**config.mk**
```make
export PLATFORM = sky130hd
export DESIGN_NAME = kwi_top
export DESIGN_NICKNAME = d
export VERILOG_FILES = /design/src/shared/kwi_pkg.sv /design/src/rtl/kwi_top.sv
export SDC_FILE = /design/constraint.sdc
export NUM_CORES = 1
export LEC_CHECK = 0
export BUFFER_PORTS_ARGS = -buffer_cell sky130_fd_sc_hd__buf_2
export CAP_MARGIN = 10
export CORE_AREA = 2 2 77 79
export CTS_CLUSTER_SIZE = 14
export DETAILED_ROUTE_END_ITERATION = 10
export DIE_AREA = 0 0 79 81
export HOLD_SLACK_MARGIN = 0.1
export PLACE_DENSITY = 0.73
export SYNTH_ARGS = -nofsm -noshare
export SYNTH_HDL_FRONTEND = slang
export SYNTH_SLANG_ARGS = --single-unit
```
**constraint.sdc**
```tcl
create_clock -name sys_clk_i -period 2.5 [get_ports sys_clk_i]
set_input_delay 0.125 -clock sys_clk_i [delete_from_list [all_inputs] [get_ports sys_clk_i]]
set_output_delay 0.125 -clock sys_clk_i [all_outputs]
set_load 0.1 [all_outputs]
```
**src/shared/kwi_pkg.sv**
```systemverilog
/*
  Constants for the keypad wake interrupt block: register map, field
  positions, reset values and the status/mask interrupt layout.
  Assumes a 32-bit Avalon-MM slave with word addressing by byte offset.
*/
// Behaviour
// - Enabling a pin turns on its pullup; a spurious request may latch then.
// - Detection continues in wait mode; unmasked request wakes the processor.
// - Detection continues in stop mode; unmasked request wakes the processor.
// - In break with clear enable set, acknowledge clears flag; stays cleared.
// - In break with clear enable zero, acknowledge writes are ignored.
// - Upper four status/control bits read zero; writes ignored.
// - Pending flag reads one while request latched; reset clears it.
// - Writing one to acknowledge clears request; bit reads zero.
// - Mask one blocks the interrupt; zero forwards it; reset clears mask.
// - Sensitivity one: edges and low levels; zero: falling edges only.
// - Each of five enable bits admits its pin; reset clears all.
// - Latch when enabled pins go low after all were high.
// - Edge-only mode: vector fetch or acknowledge clears request immediately.
// - Level mode: clear needs acknowledge and all pins high, any order.
// - An enabled pin is forced to input, overriding its direction bit.
package kwi_pkg;
  localparam int unsigned KWI_PINS = 5;
  localparam logic [7:0] KWI_ADDR_STAT_CTRL = 8'h00;
  localparam logic [7:0] KWI_ADDR_PIN_EN = 8'h04;
  localparam logic [7:0] KWI_ADDR_EVT_STAT = 8'h08;
  localparam logic [7:0] KWI_ADDR_EVT_MASK = 8'h0C;
  localparam logic [7:0] KWI_ADDR_BREAK_CTL = 8'h10;
  localparam int unsigned KWI_BIT_SENS = 0;
  localparam int unsigned KWI_BIT_MASK = 1;
  localparam int unsigned KWI_BIT_ACK = 2;
  localparam int unsigned KWI_BIT_FLAG = 3;
  localparam int unsigned KWI_BIT_BREAK_CLEAR_ENABLE = 0;
  localparam int unsigned KWI_EVT_LATCH = 0;
  localparam int unsigned KWI_EVT_CLEAR = 1;
  localparam int unsigned KWI_EVT_W = 2;
  localparam logic [7:0] KWI_RST_CTRL = 8'h00;
  localparam logic [31:0] KWI_UNMAPPED = 32'h0000_0000;
endpackage : kwi_pkg

```
**src/rtl/kwi_top.sv**
```systemverilog
/*
  Keypad wake interrupt: five key pins, request latch with edge or
  edge-and-level sensitivity, Avalon-MM registers, event status/mask.
  Assumes key pins synchronous-capable inputs, external pullups gated by
  pullup_en_o, and a one-cycle vector fetch strobe from the processor.
*/
`timescale 1ns/1ps
module kwi_top #(
  parameter int unsigned PINS = kwi_pkg::KWI_PINS
) (
  input wire logic sys_clk_i, // 40 MHz bus clock
  input wire logic rst_i, // Async reset, active high
  input wire logic [7:0] avs_address_i, // Byte address
  input wire logic avs_read_i, // Read strobe
  input wire logic avs_write_i, // Write strobe
  input wire logic [31:0] avs_writedata_i, // Write data
  input wire logic [3:0] avs_byteenable_i, // Byte enables
  output logic [31:0] avs_readdata_o, // Read data
  output logic avs_waitrequest_o, // Stall
  input wire logic [PINS-1:0] key_request_pins_i, // Key pin levels
  input wire logic vector_fetch_i, // Interrupt acknowledge pulse
  input wire logic break_state_i, // Debug break active
  output logic [PINS-1:0] pullup_en_o, // Pullup enable per pin
  output logic [PINS-1:0] force_input_o, // Override direction to input
  output logic key_irq_o, // Request to processor, also wakes it
  output logic evt_irq_o // Event status interrupt
);
  logic [PINS-1:0] sync1_q, sync2_q, pins_prev_q;
  logic [PINS-1:0] pin_request_enables_q, pin_en_d;
  logic trigger_sensitivity_bit_q, sens_d;
  logic request_mask_bit_q, mask_d;
  logic break_clear_enable_q, break_clear_enable_d;
  logic request_pending_flag_q, flag_d;
  logic ack_seen_q, ack_seen_d;
  logic [kwi_pkg::KWI_EVT_W-1:0] evt_stat_q, evt_stat_d, evt_mask_q, evt_mask_d;
  logic [31:0] rdata_q, rdata_d;
  logic ack_phase_q, ack_phase_d;
  logic wr, rd, ack_wr, any_low, all_high_prev, latch_ev, clear_req;
  logic [31:0] wdata;

  function automatic logic [31:0] be_mask(input logic [3:0] be);
    be_mask = {{8{be[3]}}, {8{be[2]}}, {8{be[1]}}, {8{be[0]}}};
  endfunction : be_mask

  // Two-stage synchroniser; only sync2 is looked at
  always_ff @(posedge sys_clk_i or posedge rst_i)
  begin
    if (rst_i)
    begin
      sync1_q <= '0;
      sync2_q <= '0;
      pins_prev_q <= '1;
    end
    else
    begin
      sync1_q <= key_request_pins_i;
      sync2_q <= sync1_q;
      pins_prev_q <= sync2_q | ~pin_request_enables_q;
    end
  end

  // One-cycle waitrequest: each access is answered on its second edge
  always_comb
  begin
    ack_phase_d = (avs_read_i | avs_write_i) & ~ack_phase_q;
  end
  assign avs_waitrequest_o = (avs_read_i | avs_write_i) & ~ack_phase_q;
  assign wr = avs_write_i & ack_phase_q;
  assign rd = avs_read_i & ack_phase_q;
  assign wdata = avs_writedata_i & be_mask(avs_byteenable_i);

  // break blocks acknowledge unless clear enable is set
  assign ack_wr = wr && avs_address_i == kwi_pkg::KWI_ADDR_STAT_CTRL && avs_byteenable_i[0]
    && wdata[kwi_pkg::KWI_BIT_ACK] && (!break_state_i || break_clear_enable_q);
  assign any_low = |(~sync2_q & pin_request_enables_q);
  assign all_high_prev = &pins_prev_q;
  assign latch_ev = any_low & all_high_prev;

  always_comb
  begin
    pin_en_d = pin_request_enables_q;
    sens_d = trigger_sensitivity_bit_q;
    mask_d = request_mask_bit_q;
    break_clear_enable_d = break_clear_enable_q;
    evt_mask_d = evt_mask_q;
    flag_d = request_pending_flag_q;
    ack_seen_d = ack_seen_q;
    clear_req = 1'b0;
    if (wr && avs_byteenable_i[0])
    begin
      case (avs_address_i)
        kwi_pkg::KWI_ADDR_STAT_CTRL:
        begin
          sens_d = wdata[kwi_pkg::KWI_BIT_SENS];
          mask_d = wdata[kwi_pkg::KWI_BIT_MASK];
        end
        kwi_pkg::KWI_ADDR_PIN_EN: pin_en_d = wdata[PINS-1:0];
        kwi_pkg::KWI_ADDR_EVT_MASK: evt_mask_d = wdata[kwi_pkg::KWI_EVT_W-1:0];
        kwi_pkg::KWI_ADDR_BREAK_CTL: break_clear_enable_d = wdata[kwi_pkg::KWI_BIT_BREAK_CLEAR_ENABLE];
        default: ;
      endcase
    end
    if (request_pending_flag_q)
    begin
      if (!trigger_sensitivity_bit_q)
      begin
        if (ack_wr || vector_fetch_i)
        begin
          flag_d = 1'b0;
          clear_req = 1'b1;
        end
      end
      else
      begin
        // acknowledge remembered until pins return high
        if (ack_wr || vector_fetch_i)
          ack_seen_d = 1'b1;
        if ((ack_seen_q || ack_wr || vector_fetch_i) && !any_low)
        begin
          flag_d = 1'b0;
          ack_seen_d = 1'b0;
          clear_req = 1'b1;
        end
      end
    end
    // Set wins over a clear in the same cycle
    if (latch_ev)
    begin
      flag_d = 1'b1;
      ack_seen_d = 1'b0;
    end
  end

  // Event status: set wins over write-one-to-clear
  always_comb
  begin
    evt_stat_d = evt_stat_q;
    if (wr && avs_address_i == kwi_pkg::KWI_ADDR_EVT_STAT && avs_byteenable_i[0])
      evt_stat_d = evt_stat_q & ~wdata[kwi_pkg::KWI_EVT_W-1:0];
    if (latch_ev)
      evt_stat_d[kwi_pkg::KWI_EVT_LATCH] = 1'b1;
    if (clear_req)
      evt_stat_d[kwi_pkg::KWI_EVT_CLEAR] = 1'b1;
  end

  always_comb
  begin
    rdata_d = rdata_q;
    if (rd)
    begin
      case (avs_address_i)
        kwi_pkg::KWI_ADDR_STAT_CTRL:
        begin
          rdata_d = '0; // upper bits and acknowledge read zero
          rdata_d[kwi_pkg::KWI_BIT_FLAG] = request_pending_flag_q;
          rdata_d[kwi_pkg::KWI_BIT_MASK] = request_mask_bit_q;
          rdata_d[kwi_pkg::KWI_BIT_SENS] = trigger_sensitivity_bit_q;
        end
        kwi_pkg::KWI_ADDR_PIN_EN: rdata_d = 32'(pin_request_enables_q);
        kwi_pkg::KWI_ADDR_EVT_STAT: rdata_d = 32'(evt_stat_q);
        kwi_pkg::KWI_ADDR_EVT_MASK: rdata_d = 32'(evt_mask_q);
        kwi_pkg::KWI_ADDR_BREAK_CTL: rdata_d = 32'(break_clear_enable_q);
        default: rdata_d = kwi_pkg::KWI_UNMAPPED;
      endcase
    end
  end

  always_ff @(posedge sys_clk_i or posedge rst_i)
  begin
    if (rst_i)
    begin
      pin_request_enables_q <= '0;
      trigger_sensitivity_bit_q <= 1'b0;
      request_mask_bit_q <= 1'b0;
      break_clear_enable_q <= 1'b0;
      request_pending_flag_q <= 1'b0;
      ack_seen_q <= 1'b0;
      evt_stat_q <= '0;
      evt_mask_q <= '0;
      rdata_q <= '0;
      ack_phase_q <= 1'b0;
    end
    else
    begin
      pin_request_enables_q <= pin_en_d;
      trigger_sensitivity_bit_q <= sens_d;
      request_mask_bit_q <= mask_d;
      break_clear_enable_q <= break_clear_enable_d;
      request_pending_flag_q <= flag_d;
      ack_seen_q <= ack_seen_d;
      evt_stat_q <= evt_stat_d;
      evt_mask_q <= evt_mask_d;
      rdata_q <= rdata_d;
      ack_phase_q <= ack_phase_d;
    end
  end

  // Read data registered at the accepting edge is visible one cycle late;
  // combinational mux gives data at the waitrequest-low edge itself
  assign avs_readdata_o = rdata_d;
  assign pullup_en_o = pin_request_enables_q;
  assign force_input_o = pin_request_enables_q;
  assign key_irq_o = request_pending_flag_q & ~request_mask_bit_q;
  assign evt_irq_o = |(evt_stat_q & evt_mask_q);

  a_irq_gating: assert property (@(posedge sys_clk_i) disable iff (rst_i)
    key_irq_o == (request_pending_flag_q && !request_mask_bit_q))
    else $error("key irq not flag gated by mask");
  a_latch_sets: assert property (@(posedge sys_clk_i) disable iff (rst_i)
    latch_ev |=> request_pending_flag_q)
    else $error("request not latched");
  a_edge_clear: assert property (@(posedge sys_clk_i) disable iff (rst_i)
    request_pending_flag_q && !trigger_sensitivity_bit_q && vector_fetch_i && !latch_ev
    |=> !request_pending_flag_q)
    else $error("edge mode fetch did not clear");
  a_level_hold: assert property (@(posedge sys_clk_i) disable iff (rst_i)
    request_pending_flag_q && trigger_sensitivity_bit_q && any_low
    |=> request_pending_flag_q)
    else $error("level request cleared while pin low");
  a_break_protect: assert property (@(posedge sys_clk_i) disable iff (rst_i)
    break_state_i && !break_clear_enable_q && !vector_fetch_i && request_pending_flag_q
    |=> request_pending_flag_q)
    else $error("flag cleared in protected break");
  a_break_clear: assert property (@(posedge sys_clk_i) disable iff (rst_i)
    ack_wr && break_state_i && !trigger_sensitivity_bit_q && request_pending_flag_q
    && !latch_ev |=> !request_pending_flag_q)
    else $error("break clear did not clear flag");
  a_upper_zero: assert property (@(posedge sys_clk_i) disable iff (rst_i)
    rd && avs_address_i == kwi_pkg::KWI_ADDR_STAT_CTRL
    |-> avs_readdata_o[31:4] == '0 && !avs_readdata_o[kwi_pkg::KWI_BIT_ACK])
    else $error("status upper bits not zero");
  a_no_latch_off: assert property (@(posedge sys_clk_i) disable iff (rst_i)
    !request_pending_flag_q && $stable(pin_request_enables_q) && ~|pin_request_enables_q
    |=> !request_pending_flag_q)
    else $error("latched with all pins disabled");
  a_force_input: assert property (@(posedge sys_clk_i) disable iff (rst_i)
    force_input_o == pin_request_enables_q && pullup_en_o == pin_request_enables_q)
    else $error("enabled pin not forced input");
  a_wait_one: assert property (@(posedge sys_clk_i) disable iff (rst_i)
    (avs_read_i || avs_write_i) && avs_waitrequest_o |=> !avs_waitrequest_o)
    else $error("waitrequest longer than one cycle");

  c_edge_req: cover property (@(posedge sys_clk_i) disable iff (rst_i)
    latch_ev && !trigger_sensitivity_bit_q);
  c_level_clear: cover property (@(posedge sys_clk_i) disable iff (rst_i)
    clear_req && trigger_sensitivity_bit_q);
  c_break_ack: cover property (@(posedge sys_clk_i) disable iff (rst_i)
    break_state_i && wr && avs_address_i == kwi_pkg::KWI_ADDR_STAT_CTRL);
  c_evt_irq: cover property (@(posedge sys_clk_i) disable iff (rst_i) evt_irq_o);
  c_break_keep: cover property (@(posedge sys_clk_i) disable iff (rst_i)
    break_state_i && !break_clear_enable_q && request_pending_flag_q);

  // Level mode: a remembered acknowledge must finish the clear once pins are high
  a_level_clear: assert property (@(posedge sys_clk_i) disable iff (rst_i)
    request_pending_flag_q && trigger_sensitivity_bit_q && ack_seen_q && !any_low
    && !latch_ev |=> !request_pending_flag_q)
    else $error("level request not cleared after pins high");

  // Acknowledge while a pin is still low must not be lost
  a_ack_remember: assert property (@(posedge sys_clk_i) disable iff (rst_i)
    request_pending_flag_q && trigger_sensitivity_bit_q && ack_wr && any_low
    && !latch_ev |=> ack_seen_q)
    else $error("level acknowledge forgotten");

  // Latched event bit is sticky until software clears it
  a_evt_sticky: assert property (@(posedge sys_clk_i) disable iff (rst_i)
    evt_stat_q[kwi_pkg::KWI_EVT_LATCH]
    && !(wr && avs_address_i == kwi_pkg::KWI_ADDR_EVT_STAT)
    |=> evt_stat_q[kwi_pkg::KWI_EVT_LATCH])
    else $error("event status bit lost");

  a_evt_set: assert property (@(posedge sys_clk_i) disable iff (rst_i)
    latch_ev |=> evt_stat_q[kwi_pkg::KWI_EVT_LATCH])
    else $error("latch event not recorded");

  a_pin_en_write: assert property (@(posedge sys_clk_i) disable iff (rst_i)
    wr && avs_byteenable_i[0] && avs_address_i == kwi_pkg::KWI_ADDR_PIN_EN
    |=> pin_request_enables_q == $past(wdata[PINS-1:0]))
    else $error("pin enable write lost");

  a_mask_write: assert property (@(posedge sys_clk_i) disable iff (rst_i)
    wr && avs_byteenable_i[0] && avs_address_i == kwi_pkg::KWI_ADDR_STAT_CTRL
    |=> request_mask_bit_q == $past(wdata[kwi_pkg::KWI_BIT_MASK]))
    else $error("mask write lost");

  // Flag, mask, sensitivity and pin enable registers are held clear for as long as reset stands
  a_reset_clear: assert property (@(posedge sys_clk_i)
    rst_i |-> !request_pending_flag_q && !request_mask_bit_q
    && !trigger_sensitivity_bit_q && pin_request_enables_q == '0)
    else $error("state not cleared in reset");

  // Without a latch event the flag can never rise by itself
  a_no_spont_set: assert property (@(posedge sys_clk_i) disable iff (rst_i)
    !request_pending_flag_q && !latch_ev |=> !request_pending_flag_q)
    else $error("flag set without key event");

  a_flag_read: assert property (@(posedge sys_clk_i) disable iff (rst_i)
    rd && avs_address_i == kwi_pkg::KWI_ADDR_STAT_CTRL
    |-> avs_readdata_o[kwi_pkg::KWI_BIT_FLAG] == request_pending_flag_q)
    else $error("pending flag misread");

  // The first cycle of every access must stall
  a_wait_first: assert property (@(posedge sys_clk_i) disable iff (rst_i)
    (avs_read_i || avs_write_i) && !ack_phase_q |-> avs_waitrequest_o)
    else $error("access accepted without wait cycle");
endmodule : kwi_top

```
==> Yosys cells after proc, flatten, opt, wreduce, memory -nomap -nowiden <==
Cells that the tools add are included.
Widths: inputs -> output; s select.
{ "totals": {"inputBits": 55, "reg_bits": 62, "wordCells": 81, "out_inout_bits": 45} }
{ "classes": {"n_eq_ne": 4, "reduce_logical": 28, "bitwise": 16, "mux": 19} }
{ "ops": {"columns": ["op", "count"], "rows": [
  ["$mux 32", 1],
  ["$pmux 5 s5", 1],
  ["$eq 8x4->1 const B", 2],
  ["$mux 1", 16],
  ["$and 5x5->5", 2],
  ["$not 5->5", 2],
  ["$eq 8x3->1 const B", 1],
  ["$eq 8x5->1 const B", 1],
  ["$logic_and 1x1->1", 8],
  ["$logic_not 8->1", 1],
  ["$reduce_and 2->1", 4],
  ["$reduce_bool 2->1", 4],
  ["$and 1x1->1", 5],
  ["$or 5x5->5", 1],
  ["$reduce_and 5->1", 1],
  ["$reduce_or 5->1", 1],
  ["$and 2x2->2", 2],
  ["$logic_or 1x1->1", 4],
  ["$reduce_and 3->1", 1],
  ["$reduce_bool 3->1", 1],
  ["$logic_not 1->1", 2],
  ["$mux 2", 1],
  ["$not 1->1", 2],
  ["$not 2->2", 1],
  ["2 further kinds", 2]
]} }

==> Logic depth before layout (Yosys ltp) <==
Gate-level depths: netlist of the first run.
{ "depth": {"word_depth": 12, "ltp_mapped": 6, "ltp_nobuf": 5} }

==> Worst setup path before layout of the first run <==
OpenSTA, ideal clock, no wires.
{ "synth_timing": {"path_kind": "register to register", "startpoint": "register pin_request_enables_q[3] (netlist: force_input_o[3])", "endpoint": "register rdata_q[3]", "n_path_buf": 0, "path_stages_with_launch": 3, "t_required_ps": 2058, "setup_time_ps": 442, "setup_slack_ps": -2187, "arrival_time_ps": 4245, "synth_period_minus_slack_ps": 4687, "cell_sequence": "dfrtp_1 mux2i_1 o41ai_1"} }
{ "synth_via": {"elab_chain_cells": 2} }
{ "synth_lines": {"columns": ["element", "line_no", "rtl"], "rows": [
  ["start, declared", "kwi_top.sv:29", "logic [PINS-1:0] pin_request_enables_q, pin_en_d;"],
  ["start signal, assigned", "kwi_top.sv:185", "pin_request_enables_q <= pin_en_d;"],
  ["$pmux 5 s5", "kwi_top.sv:151", "case (avs_address_i)"],
  ["$mux 32", "kwi_top.sv:149", "if (rd)"],
  ["named net avs_readdata_o[3]", "kwi_top.sv:18", "output logic [31:0] avs_readdata_o,"],
  ["end signal, assigned", "kwi_top.sv:193", "rdata_q <= rdata_d;"],
  ["end, declared", "kwi_top.sv:36", "logic [31:0] rdata_q, rdata_d;"]
]} }
The timed path passes the listed nets, and every way through them passes these cells.
A chain may end at the register's enable or synchronous reset.

==> Worst setup path in the final report of the first run <==
{ "layout_timing": {"startpoint": "input avs_read_i", "endpoint": "output avs_readdata_o[12]"} }
{ "layout_via": {"elab_chain_cells": 2} }
{ "layout_lines": {"columns": ["element", "line_no", "rtl"], "rows": [
  ["start, declared", "kwi_top.sv:14", "input wire logic avs_read_i,"],
  ["$and 1x1->1", "kwi_top.sv:69", "assign rd = avs_read_i & ack_phase_q;"],
  ["$mux 32", "kwi_top.sv:149", null],
  ["end, declared", "kwi_top.sv:18", null]
]} }
Every way passes these cells.

==> results.cfg, run 1 <==
[outcome]
status = finished, final reports clean

[critical_path]
critPathMostFrequentCell = buf_2
crit_chain = dlygate4sd3_1, buf_2, nand2_1, buf_4, and2_1, buf_2
path_max_fanout = 31
arrival_ns = 2.04
cp.required_ns = 2.38
end_kind = output pin
max_stage_delay_ns = 0.55
path_delay_family = buffers and inverters
worstSetupPathType = input port to output pin
cp.buffers_inverters = 4
cp-start-kind = input port
cp_slowest_cell = dlygate4sd3_1

[pwr]
vdd_drop_max_uv = 483
pwr_density_cell_nw_per_um2 = 651
p_leak_uw = 0.00161
power_uw = 1970

[timing]
tightestPinTransition_ns = 0.891
period_share_pct = 86.5
slew_headroom_pct = 40.5
slew_violations = 0
fin_worst_skew_ns = 0.00580
rsz0062_at_grt = false
setup_violations = 0
layout_min_cycle_time_ns = 2.16
finalSetupTns_ns = 0
hold_violations = 0
worst_slack_ns = 0.337
fmax_ghz = 0.462

[route]
drtAntennaViolNets = 0
vias_per_cell = 4.66
drt_iter0_markers = 89
wl_um = 4820
dr.pass1.iters = 4
wl_per_cell_um = 13.9
drc = 0
dr_total_vias = 1621

[synth]
postSynthAreaPerCell_um2 = 12.6
synth_top_flop_cell = dfrtp_1
syn-num-nets = 239
synth_edf_count = 0
synth_cell_types = 35
ys_seq_elements = 62
synth-seq-area-share_pct = 67.3
synthCells = 184
synthArstFlopShare_pct = 100
syn-cell-area_um2 = 2320
synth_warnings = 0

[floorplanning]
io_pins = 100
die_h_um = 81
core_area_um2 = 5680
dieArea_um2 = 6400
start_util_pct = 40.8
die_w_um = 79
row_count = 28

[grt]
antenna_found_initial = 0
grt.overflow.total = 0
grt_pass1_wl_um = 7670
grt_pass1_vias = 1605
track_usage_pct = 16.2
grt_max_degree = 45

[clocking]
htreeDepth = 3
post-cts-setup-buffers = 0
clockBufferDepth = 2
clock_latency_ns = 0.33
cts_tree = done
clock_sinks = 62
cts_root_buffer = clkbuf_8
clk_pin_slew_ns = 0.06
post_cts_resized = 0
cts_buffers = 9

[final_layout]
final_cell_mix = 69 x buf_2, 57 x dfrtp_1, 28 x and2_1
final_common_cell = buf_2
final_nets = 323
antennaDiodeCount = 0
drive_above_1_share_pct = 39.2
fill_cells = 507
area_growth_pct = 30.8

[placed_design]
place_congestion = 0.861
portBuffers = 69
place_hpwl_um = 3310
place_ws_ns = 0.761

[job]
maxCapViolations = 0

[hold_path]
hp-class = input port to flip-flop
==> final cells by class <==
| type | count | area, um^2 | area share, % |
|---|---|---|---|
| clock buffer | 15 | 176 | 5.82 |
| clock inverter | 1 | 5.00 | 0.165 |
| inverter | 4 | 15.0 | 0.495 |
| multi-input combinational | 109 | 714 | 23.6 |
| sequential | 62 | 1560 | 51.4 |
| tap | 75 | 93.8 | 3.10 |
| timing repair buffer | 82 | 468 | 15.4 |
==> power by group <==
part	leakage (uW)	internal (uW)	switching, uW	total [uW]
combinational	0.000711	47.6	103	151
sequential	0.000809	1020	9.44	1030
clock	0.0000937	441	352	793
==> registers in the layout (all words and copies together), names as in the netlist, 2 cells and up <==
| signal | cells |
|---|---|
| evt_stat_q | 2 |
| sync1_q | 5 |
| pins_prev_q | 5 |
| force_input_o | 5 |
| sync2_q | 5 |
| rdata_q | 32 |
| evt_mask_q | 2 |
==> per-stage QoR <==
| step | hold slack [ns] | instance area [um^2] | cells | util, % |
|---|---|---|---|---|
| 2_1_floorplan | 0.156 | 2350 | 184 | - |
| 3_3_place_gp | 0.234 | 2750 | 322 | 48.4 |
| 3_5_place_dp | 0.235 | 2750 | 322 | 48.4 |
| 4_1_cts | 0.101 | 3030 | 348 | 53.4 |
| 5_1_grt | 0.119 | 3030 | 348 | 53.4 |
| 6_report | 0.118 | 3030 | 348 | 53.4 |
==> Yosys cell counts, drive strengths merged, types with 2 or more instances <==
master | number | area share [%]
nor3 | 2 | 0.43
nand3 | 3 | 0.86
nor2 | 5 | 0.81
buf | 5 | 1.6
a21oi | 3 | 0.65
dfstp | 5 | 5.7
nand2b | 4 | 1.1
clkbuf | 4 | 1.1
mux2i | 2 | 0.86
inv | 4 | 0.65
a22o | 3 | 1.1
nor4 | 2 | 1.2
dfrtp | 57 | 62
nor2b | 2 | 0.54
o21ai | 12 | 2.6
mux2 | 4 | 1.9
nand4 | 2 | 0.54
and3 | 2 | 0.65
nand2 | 23 | 3.7
and2 | 29 | 7.9
==> what timing repair did <==
item	4_1_cts	5_1_grt
endpoints found under the hold margin	45	0
endpoints found under the setup margin	0	0
hold buffers	10	0
==> tightest hold or removal path, stage by stage <==
cell and delay (ns):
buf_2 0.13, nand3_1 0.08, mux2i_1 0.07
==> layer usage <==
| metal | vias up | routed length, um | GRT usage [%] |
|---|---|---|---|
| met4 | 0 | 59 | 7.24 |
| met5 | - | 0 | 0 |
| met3 | 5 | 336 | 5.22 |
| met2 | 64 | 2170 | 23.7 |
| met1 | 763 | 2260 | 22.3 |
| li1 | 789 | - | - |
==> final timing paths <==
kind	start	to	slack (ns)	cells past startpoint
max in group asynchronous	rst_i	rdata_q[13]	1.26	4
hold reg to reg	sync1_q[3]	sync2_q[3]	0.34	0
setup reg to reg	force_input_o[2]	request_pending_flag_q	1.00	5
min in group asynchronous	rst_i	rdata_q[14]	0.54	3
hold / removal	avs_address_i[4]	break_clear_enable_q	0.12	3
setup / recovery	avs_read_i	avs_readdata_o[12]	0.34	6
==> logic make-up after synthesis <==
group	synth area share [%]
simple gates	18.8
flops	67.3
compound gates	6.81
buf+inv	3.35
mux	3.78
(Power assumes the default switching activity.)
==> run 2, diff against run 1 <==
--- a/config.mk
+++ b/config.mk
@@ -7,12 +7,12 @@
 export LEC_CHECK = 0
 export BUFFER_PORTS_ARGS = -buffer_cell sky130_fd_sc_hd__buf_2
 export CAP_MARGIN = 10
-export CORE_AREA = 2 2 77 79
+export CORE_AREA = 2 2 91 93
 export CTS_CLUSTER_SIZE = 14
 export DETAILED_ROUTE_END_ITERATION = 10
-export DIE_AREA = 0 0 79 81
+export DIE_AREA = 0 0 93 95
 export HOLD_SLACK_MARGIN = 0.1
-export PLACE_DENSITY = 0.73
+export PLACE_DENSITY = 0.55
 export SYNTH_ARGS = -nofsm -noshare
 export SYNTH_HDL_FRONTEND = slang
 export SYNTH_SLANG_ARGS = --single-unit
==> run 2 against run 1 <==
  * Maximum frequency shrank 5.1%
  * Design area grew 1.9%
  * Worst hold slack improved by 0.0061 ns
  * First-iteration DRC count shrank 11%
==> results.cfg, run 2 (synthesis gave the netlist of run 1 again) <==
[final_layout]
area_growth_pct = 33.3
multi_input_area_um2 = 714
final_cell_mix = 69 x buf_2, 57 x dfrtp_1, 28 x and2_1
antennaDiodeCount = 0
top_register = rdata_q
fill_cells = 791
area.sequential_um2 = 1560
final_nets = 325
final_common_cell = buf_2
postLayoutCoreUtil_pct = 39.0
fin_cells = 380
drive_above_1_share_pct = 40.0
largest_reg_flops = 32
design_area_um2 = 3090

[grt]
grt_max_degree = 30
grt_pass1_wl_um = 7980
antenna_found_initial = 0
track_usage_pct = 12.0
grt.overflow.total = 0
grt_pass1_vias = 1586

[timing]
fin_worst_skew_ns = 0.00719
hold_slack_ns = 0.124
slew_violations = 0
tightestPinTransition_ns = 0.592
setup_violations = 0
slew_headroom_pct = 60.5
hold_violations = 0
period_share_pct = 91.2
layout_min_cycle_time_ns = 2.28
rsz0062_at_grt = false
fmax_ghz = 0.439

[route]
wl_per_cell_um = 13.0
dr.pass1.iters = 4
vias_per_cell = 4.28
drt_iter0_markers = 79
wl_um = 4950
drc = 0
drtAntennaViolNets = 0
dr_total_vias = 1625

[placed_design]
place_congestion = 0.789
place_hpwl_um = 3660
placed_area_um2 = 2790
portBuffers = 69
dp.cells = 352

[critical_path]
cp.buffers_inverters = 3
worstSetupStartpoint = avs_address_i[4]
path_max_fanout = 6
critPathMostFrequentCell = buf_2
crit_chain = dlygate4sd3_1, buf_2, nor4_4, and3_2, nand2_1, o21ai_2, buf_2
r2r_end = request_pending_flag_q
cp-start-kind = input port
ff2ff_setup_slack_ns = 0.99
max_stage_delay_ns = 0.53
r2r_cells = 5
r2r-start = force_input_o[1]
cp.depth = 7
worstSetupPathType = input port to output pin
crit_end = avs_readdata_o[2]
cp.required_ns = 2.38
path_delay_family = buffers and inverters
end_kind = output pin
cp_slowest_cell = dlygate4sd3_1
arrival_ns = 2.15

[clocking]
cts_buffers = 9
clock_latency_ns = 0.33
post_cts_resized = 0
clock_sinks = 62
htreeDepth = 3
clk_pin_slew_ns = 0.07
clockBufferDepth = 2
cts_tree = done
cts_root_buffer = clkbuf_8

[pwr]
vdd_drop_max_uv = 398
swShare_pct = 27.1
p_seq_share_pct = 52.2
power.share.clock_pct = 40.1
p_leak_uw = 0.00161
p_comb_share_pct = 7.8
p_int_uw = 1440
switching_power_uw = 533
pwr_density_cell_nw_per_um2 = 638

[job]
maxCapViolations = 0

[floorplanning]
die_w_um = 93
die_h_um = 95
dieArea_um2 = 8840
io_pins = 100
row_count = 33
core_area_um2 = 7930
start_util_pct = 29.2

[outcome]
status = finished, final reports clean

[hold_path]
hp-class = input port to flip-flop
==> run 2: layout make-up <==
type	count	share of cell area [%]
repair buffers	84	15.8
inverters	4	0.486
flip-flops and latches	62	50.4
well taps	105	4.25
clock inverters	7	1.86
clock buffers	9	4.01
multi-input cells	109	23.1
==> run 2: worst register-to-register path: cells and delay by family (launching register included) <==
kind            cells  cell delay, ns
simple gates        3            0.58
flops               1            0.46
compound gates      2            0.33
==> run 2: repair_timing <==
item                                   4_1_cts  5_1_grt
setup buffers                                0        0
hold buffers                                12        0
endpoints found under the hold margin       32        0
==> run 2: through the flow <==
| stage | power, uW | setup TNS [ns] | setup slack (ns) |
|---|---|---|---|
| floorplan | 1140 | -0.0498 | -0.0498 |
| global placement | 1190 | 0 | 0.643 |
| detailed placement | 1190 | 0 | 0.622 |
| CTS | 2010 | 0 | 0.196 |
| global route | 2070 | 0 | 0.0630 |
| finish | 1970 | 0 | 0.221 |
==> run 2: metal layers <==
metal	global-route usage, %	vias to the layer above	wire length [um]
li1	-	792	-
met1	17.4	768	2450
met2	16.2	55	2110
met3	3.59	10	317
met4	5.88	0	74
met5	0	-	0
==> run 2: power groups by stage <==
| stage | clock, uW | combinational, uW | sequential [uW] |
|---|---|---|---|
| 3_5_place_dp | 0 | 141 | 1050 |
| 2_1_floorplan | 0 | 88.1 | 1050 |
| 6_report | 790 | 153 | 1030 |
| 4_1_cts | 822 | 156 | 1030 |
| 5_1_grt | 871 | 168 | 1030 |
| 3_3_place_gp | 0 | 141 | 1050 |
==> run 2: worst min path at each step <==
| stage | start | to | cells past startpoint |
|---|---|---|---|
| global route | avs_address_i[3] | rdata_q[3] | 2 |
| CTS | avs_address_i[3] | rdata_q[3] | 2 |
| finish | avs_address_i[3] | rdata_q[3] | 2 |
| detailed placement | rst_i | rdata_q[1] | 2 |
| global placement | rst_i | rdata_q[2] | 2 |
| floorplan | key_request_pins_i[0] | sync1_q[0] | 0 |
